File: config.mk
export PLATFORM = sky130hd
export DESIGN_NAME = dscg_ctrl
export DESIGN_NICKNAME = d
export VERILOG_FILES = /design/src/dscg_pkg.sv /design/src/dscg_unit_gate.sv /design/src/dscg_ctrl.sv
export SDC_FILE = /design/constraint.sdc
export NUM_CORES = 1
export LEC_CHECK = 0
export ABC_AREA = 1
export BUFFER_PORTS_ARGS = -buffer_cell sky130_fd_sc_hd__clkbuf_2
export CORE_UTILIZATION = 33
export DETAILED_ROUTE_END_ITERATION = 7
export PLACE_DENSITY_LB_ADDON = 0.05
export SYNTH_ARGS = -nofsm -noshare
export SYNTH_HDL_FRONTEND = slang
export SYNTH_HIERARCHICAL = 1
export SYNTH_SLANG_ARGS = --single-unit
File: constraint.sdc
create_clock -name clk_sys -period 4 [get_ports clk_sys]
set_input_delay 0.2 -clock clk_sys [delete_from_list [all_inputs] [get_ports clk_sys]]
set_output_delay 0.2 -clock clk_sys [all_outputs]
set_load 0.005 [all_outputs]
File: src/dscg_pkg.sv
// constants and types for the deep-sleep clock gate controller
// assumes an APB master on the system clock and a power manager driving state requests
//
// Functional notes
// a set gating bit clocks its unit; a clear bit leaves it unclocked, disabled
// access to a unit whose clock is gated is answered with a bus fault
// every gating bit resets to zero, whole register reads 0x00000000
// separate run, sleep and deep-sleep gate registers, chosen by power state
// sleep and deep-sleep registers apply only when auto clock gating is set
// bit 30 PHY, bit 28 MAC, bits 6..0 ports G..A, all read-write
// bits 31, 29 and 27..7 read zero and ignore writes
// software preserves reserved bits on read-modify-write, never relies on them
// software must set the gate of every unit it needs
// deep-sleep register sits at base plus 0x128, 32 bits wide
// enable changes must not truncate or glitch the gated unit clock
package dscg_pkg;

  localparam logic [31:0] SYSCTL_BASE     = 32'h400FE000;
  localparam logic [31:0] ADDR_RUN_CONFIG = SYSCTL_BASE + 32'h00000020;
  localparam logic [31:0] ADDR_RUN_GATE   = SYSCTL_BASE + 32'h00000100;
  localparam logic [31:0] ADDR_SLEEP_GATE = SYSCTL_BASE + 32'h00000110;
  localparam logic [31:0] ADDR_DEEP_GATE  = SYSCTL_BASE + 32'h00000128;

  localparam logic [31:0] GATE_RESET      = 32'h00000000;
  localparam logic [31:0] GATE_WRITE_MASK = 32'h5000007F;
  localparam logic        CONFIG_RESET    = 1'b0;
  localparam int          ACG_BIT         = 0;

  localparam int NUM_UNITS = 9;
  // unit index: 0..6 ports A..G, 7 MAC, 8 PHY
  localparam int UNIT_BIT [NUM_UNITS] = '{0, 1, 2, 3, 4, 5, 6, 28, 30};

  typedef enum logic [1:0] {
    PS_RUN,
    PS_SLEEP,
    PS_DEEP
  } dscg_power_type;

endpackage

File: src/dscg_unit_gate.sv
// one gated unit: registered clock enable and bus fault check
// assumes the unit's own bus presents a one-cycle access pulse
`timescale 1ns/1ps
module dscg_unit_gate (
  // clock and reset
  input  wire logic clk_sys,
  input  wire logic reset_n,
  // gate request from the selected register
  input  wire logic gate_open,
  // unit access
  input  wire logic access_req,
  output logic      clk_en,
  output logic      access_fault,
  output logic      access_grant
);

  typedef struct packed {
    logic clk_en;
    logic fault;
    logic grant;
  } dscg_unit_state_type;

  dscg_unit_state_type state;
  dscg_unit_state_type next_state;

  always_comb begin
    next_state = state;
    // enable only moves on a clock edge, so the unit sees whole cycles
    next_state.clk_en = gate_open;
    // judge against the enable the unit actually has this cycle
    next_state.fault = access_req && !state.clk_en;
    next_state.grant = access_req && state.clk_en;
  end

  always_ff @(posedge clk_sys) begin
    if (!reset_n) begin
      state <= '0;
    end else begin
      state <= next_state;
    end
  end

  assign clk_en       = state.clk_en;
  assign access_fault = state.fault;
  assign access_grant = state.grant;
endmodule

File: src/dscg_ctrl.sv
// clock gate controller: run, sleep and deep-sleep gate registers on APB
// assumes APB3 master on clk_sys; power state requests are synchronous levels
`timescale 1ns/1ps
module dscg_ctrl (
  // clock and reset
  input  wire logic                            clk_sys,
  input  wire logic                            reset_n,
  // apb slave
  input  wire logic                            psel,
  input  wire logic                            penable,
  input  wire logic                            pwrite,
  input  wire logic [31:0]                     paddr,
  input  wire logic [31:0]                     pwdata,
  output logic      [31:0]                     prdata,
  output logic                                 pready,
  output logic                                 pslverr,
  // power manager
  input  wire logic                            sleep_request,
  input  wire logic                            deep_request,
  // gated units
  input  wire logic [dscg_pkg::NUM_UNITS-1:0]  unit_access,
  output logic      [dscg_pkg::NUM_UNITS-1:0]  unit_clk_en,
  output logic      [dscg_pkg::NUM_UNITS-1:0]  unit_fault,
  output logic      [dscg_pkg::NUM_UNITS-1:0]  unit_grant
);

  typedef struct packed {
    logic [31:0]              run_gate;
    logic [31:0]              sleep_gate;
    logic [31:0]              deep_gate;
    logic                     auto_clock_gating_select;
    dscg_pkg::dscg_power_type pstate;
    logic                     pready;
    logic                     pslverr;
    logic [31:0]              prdata;
  } dscg_ctrl_state_type;

  dscg_ctrl_state_type state;
  dscg_ctrl_state_type next_state;

  logic                           access_open;
  logic                           access_done;
  logic                           hit_run;
  logic                           hit_sleep;
  logic                           hit_deep;
  logic                           hit_cfg;
  logic                           hit_any;
  logic [31:0]                    read_word;
  logic [31:0]                    sel_gate;
  logic [dscg_pkg::NUM_UNITS-1:0] gate_open;

  function automatic logic [dscg_pkg::NUM_UNITS-1:0] unit_bits(input logic [31:0] word);
    logic [dscg_pkg::NUM_UNITS-1:0] bits;
    bits = '0;
    for (int i = 0; i < dscg_pkg::NUM_UNITS; i++) begin
      bits[i] = word[dscg_pkg::UNIT_BIT[i]];
    end
    return bits;
  endfunction

  // first access cycle takes the decode, the second one completes
  assign access_open = psel && penable && !state.pready;
  assign access_done = psel && penable && state.pready;

  assign hit_run   = (paddr == dscg_pkg::ADDR_RUN_GATE);
  assign hit_sleep = (paddr == dscg_pkg::ADDR_SLEEP_GATE);
  assign hit_deep  = (paddr == dscg_pkg::ADDR_DEEP_GATE);
  assign hit_cfg   = (paddr == dscg_pkg::ADDR_RUN_CONFIG);
  assign hit_any   = hit_run || hit_sleep || hit_deep || hit_cfg;

  always_comb begin
    read_word = 32'h00000000;
    if (hit_run) begin
      read_word = state.run_gate;
    end else if (hit_sleep) begin
      read_word = state.sleep_gate;
    end else if (hit_deep) begin
      read_word = state.deep_gate & dscg_pkg::GATE_WRITE_MASK;
    end else if (hit_cfg) begin
      read_word[dscg_pkg::ACG_BIT] = state.auto_clock_gating_select;
    end
  end

  // without auto gating the run register rules in every power state
  always_comb begin
    sel_gate = state.run_gate;
    if (state.auto_clock_gating_select) begin
      case (state.pstate)
        dscg_pkg::PS_RUN: begin
          sel_gate = state.run_gate;
        end
        dscg_pkg::PS_SLEEP: begin
          sel_gate = state.sleep_gate;
        end
        dscg_pkg::PS_DEEP: begin
          sel_gate = state.deep_gate;
        end
        default: begin
          sel_gate = state.run_gate;
        end
      endcase
    end
  end

  assign gate_open = unit_bits(sel_gate);

  always_comb begin
    next_state = state;
    next_state.pready = 1'b0;
    next_state.pslverr = 1'b0;
    if (access_open) begin
      next_state.pready = 1'b1;
      next_state.pslverr = !hit_any;
      next_state.prdata = read_word;
    end
    // writes land only at the completing edge
    if (access_done && pwrite && !state.pslverr) begin
      if (hit_run) begin
        next_state.run_gate = pwdata & dscg_pkg::GATE_WRITE_MASK;
      end
      if (hit_sleep) begin
        next_state.sleep_gate = pwdata & dscg_pkg::GATE_WRITE_MASK;
      end
      if (hit_deep) begin
        next_state.deep_gate = pwdata & dscg_pkg::GATE_WRITE_MASK;
      end
      if (hit_cfg) begin
        next_state.auto_clock_gating_select = pwdata[dscg_pkg::ACG_BIT];
      end
    end
    // deep request wins over sleep; state tracks requests each cycle
    case (state.pstate)
      dscg_pkg::PS_RUN,
      dscg_pkg::PS_SLEEP,
      dscg_pkg::PS_DEEP: begin
        if (deep_request) begin
          next_state.pstate = dscg_pkg::PS_DEEP;
        end else if (sleep_request) begin
          next_state.pstate = dscg_pkg::PS_SLEEP;
        end else begin
          next_state.pstate = dscg_pkg::PS_RUN;
        end
      end
      default: begin
        next_state.pstate = dscg_pkg::PS_RUN;
      end
    endcase
  end

  always_ff @(posedge clk_sys) begin
    if (!reset_n) begin
      state.run_gate   <= dscg_pkg::GATE_RESET;
      state.sleep_gate <= dscg_pkg::GATE_RESET;
      state.deep_gate  <= dscg_pkg::GATE_RESET;
      state.auto_clock_gating_select        <= dscg_pkg::CONFIG_RESET;
      state.pstate     <= dscg_pkg::PS_RUN;
      state.pready     <= 1'b0;
      state.pslverr    <= 1'b0;
      state.prdata     <= 32'h00000000;
    end else begin
      state <= next_state;
    end
  end

  assign prdata  = state.prdata;
  assign pready  = state.pready;
  assign pslverr = state.pslverr;

  genvar gi;
  generate
    for (gi = 0; gi < dscg_pkg::NUM_UNITS; gi++) begin : g_unit
      dscg_unit_gate u_gate (
        .clk_sys      (clk_sys),
        .reset_n      (reset_n),
        .gate_open    (gate_open[gi]),
        .access_req   (unit_access[gi]),
        .clk_en       (unit_clk_en[gi]),
        .access_fault (unit_fault[gi]),
        .access_grant (unit_grant[gi])
      );
    end
  endgenerate
endmodule

==> results_dict.tcl <==
set metrics [dict create \
    synth_area_per_cell_sq_um 7.46 \
    portion_of_netlist_area_occupied_by_mux_cells_pct 0 \
    worst_setup_path_end_kind "flop" \
    static-leakage-power_nw 2.08 \
    die-area_sq_mm 0.0105 \
    gpl.final_weighted_congestion 0.743 \
    setup-tns-final_ns 0 \
    antenna_cells_inserted 0 \
    clk_latency_ns 0.35 \
    path_common_cell "inv_1" \
    cts_tree "built" \
    placementRows 36 \
    critPathSlowestCell "clkinv_1" \
    power_density_mw_per_mm2 343 \
    grt_pass1_vias 2687 \
    final_period_minus_worst_setup_slack_ns 2.35 \
    worst-setup-path-type "reg -> reg" \
    numClockSinks 68 \
    routed_wl_um 8020 \
    combinational_family_with_the_most_area_after_synthesis "simple AND/OR/NAND/NOR gates" \
    slack_of_the_worst_reg_to_reg_path_ns 1.65 \
    initial_utilization_pct 34.2 \
    drt_pre_antenna_iters 6 \
    cp.depth 9 \
    ff_latch_area_sq_mm 0.00136 \
    drtAntennaViolNets 0 \
    core_area_sq_mm 0.00977 \
    first_iter_violations 108 \
    setup_slack_ns 1.65 \
    worstPathArrival_ns 2.60 \
    design_power_total_mw 1.36 \
    cp_max_fo 10 \
    tightestPinTransition_ns 0.749 \
    holdCritPathClass "in -> reg" \
    critical_path.top_delay_family "buffers and inverters" \
    vias 2932 \
    worst-endpoint-required_ns 4.25 \
    worst_path_largest_cell_delay_ns 0.50 \
    worst_ir_drop_vdd_uv 176 \
    grt_overflow_total 0 \
    drt_drc_violations_left 0 \
    layout-drive-gt1-share_pct 26.7 \
    crit_buf_inv 4 \
    synthesis.yosys.warnings 6 \
    ys_seq_elements 68 \
    timing.critical_path.from_type "flop" \
    final_common_cell "clkbuf_2" \
    finalClockSkew_ns 0.00797 \
    finalNetCount 618 \
    layout_common_cells "clkbuf_2, nor2_1, dfxtp_1, nand2_1, inv_1" \
    ioPinCount 141 \
    grt_first_pass_wirelength_um 13100 \
    cts_setup_buffers 0 \
    yosysSeqAreaShare_pct 40.7 \
    syn_to_final_growth_pct 18.3 \
    synth_xor_xnor_area_share_pct 0 \
    cts_root_buffer "clkbuf_8" \
    vertical_die_dimension_um 103 \
    synth_compound_gate_area_share_pct 13.0 \
    max_cap_violations 0 \
    relSlewSlack_pct 49.8 \
    postCtsHoldBufs 0 \
    status "complete, no violations" \
    grt_antenna_before_repair 0 \
    rsz_0062_raised_after_global_routing "false" \
    report.final.slew_viol_count 0 \
    fillerInstances 1068 \
    dpl.hpwl_um 5600 \
    clockBufferDepth 2 \
    route.detailed.wl_per_inst_um 11.9 \
    via_cell_ratio 4.36 \
    finalSetupViolations 0 \
    buffer_ports.inserted 94 \
    post_synth_num_cell_types 32 \
    post_synth_instance_area_sq_mm 0.00334 \
    crit_path_cell_trace "inv_1, ha_1, nor2_2, clkinv_1, a221o_1, o21ai_0, inv_1, nand2_1, inv_1" \
    rr_worst_depth 9 \
    post_synth_fa_ha_maj_area_fraction_pct 1.12 \
    cts-htree-levels 3 \
    max_freq_ghz 0.425 \
    synthCells 448 \
    fp.dieW_um 103 \
    hold_depth 3 \
    post_synth_and_or_nand_nor_area_fraction_pct 28.7 \
    cts_made_buffers 9 \
    grt_start_max_net_pins 31 \
    cts_resized 0 \
    placement.setup.worst_slack_ns 1.65 \
    finalCritPeriodShare_pct 58.8 \
    multiInputGateArea_sq_mm 0.00152 \
    cts.reportedPaths.clkPinSlew_ns 0.08 \
    hold_violations 0 \
    gr-usage-all-layers_pct 16.5 \
]
## cells by family after synthesis
| family | Yosys count |
|---|---|
| and+or+nand+nor | 197 |
| buffers and inverters | 103 |
| AOI/OAI and AO/OA | 76 |
| DFF | 68 |
| adders and majority gates | 3 |
| other | 1 |
## power breakdown
group / switching (mW) / total [mW] / internal, mW
clock: 0.270 / 0.558 / 0.288
combinational: 0.0641 / 0.107 / 0.0428
sequential: 0.00417 / 0.691 / 0.687
total: 0.338 / 1.36 / 1.02
## worst min-delay path: cells and delay by family
family                 cells  cell delay, ns
buffers and inverters      1            0.08
AND/OR/NAND/NOR            2            0.09
## layer usage
layer	global-route usage [%]	up-vias	wire length, um
li1	-	1544	-
met1	20.0	1276	3590
met2	28.7	104	3860
met3	3.93	8	489
met4	5.49	0	82
met5	0	-	0
## flip-flops by register name, summed over array words and instances (netlist names)
| register | cells |
|---|---|
| g_unit.u_gate/access_grant | 9 |
| g_unit.u_gate/clk_en | 9 |
| state | 30 |
| prdata | 9 |
| pslverr | 1 |
| g_unit.u_gate/access_fault | 9 |
| pready | 1 |
## synthesized netlist by cell type (all sizes together)
cell    count  area [sq um]
nor3        1          10.0
a21oi      32           171
dfxtp      68          1360
inv        60           225
nand3      35           180
and2        1          6.26
o21ai      35           183
nand2      75           317
nor2       81           417
or2         1          6.26
conb        1          3.75
ha          3          37.5
or3         1          11.3
buf        37           297
clkinv      1          3.75
clkbuf      5          18.8
nand4       2          12.5
a221oi      8          70.1
a221o       1          10.0
## per-stage QoR
| step | util (%) | hold WS [ns] | cells | instance area [sq um] |
|---|---|---|---|---|
| 5_1_grt | 40.4 | 0.0458 | 673 | 3950 |
| 3_3_place_gp | 38.5 | 0.417 | 657 | 3760 |
| 4_1_cts | 40.4 | 0.0516 | 673 | 3950 |
| 2_1_floorplan | - | 0.298 | 470 | 3420 |
| 6_report | 40.4 | 0.0666 | 673 | 3950 |
| 3_5_place_dp | 38.5 | 0.423 | 657 | 3760 |
## path summary, 6_finish.rpt
path                           startpoint                       endpoint
hold / removal              sleep_request                      state[34]
setup reg to reg                state[34]        g_unit[7].u_gate/clk_en
setup / recovery                state[34]        g_unit[7].u_gate/clk_en
hold reg to reg   g_unit[1].u_gate/clk_en  g_unit[1].u_gate/access_fault
## layout make-up
type                    instances  share of cell area [%]
clock buffers                  10                    3.23
clock inverters                 6                    1.65
inverters                      61                    5.79
multi-input cells             299                    38.4
flip-flops and latches         68                    34.4
well taps                     133                    4.21
repair buffers                 96                    12.3
Power figures use the tool's default switching activity.
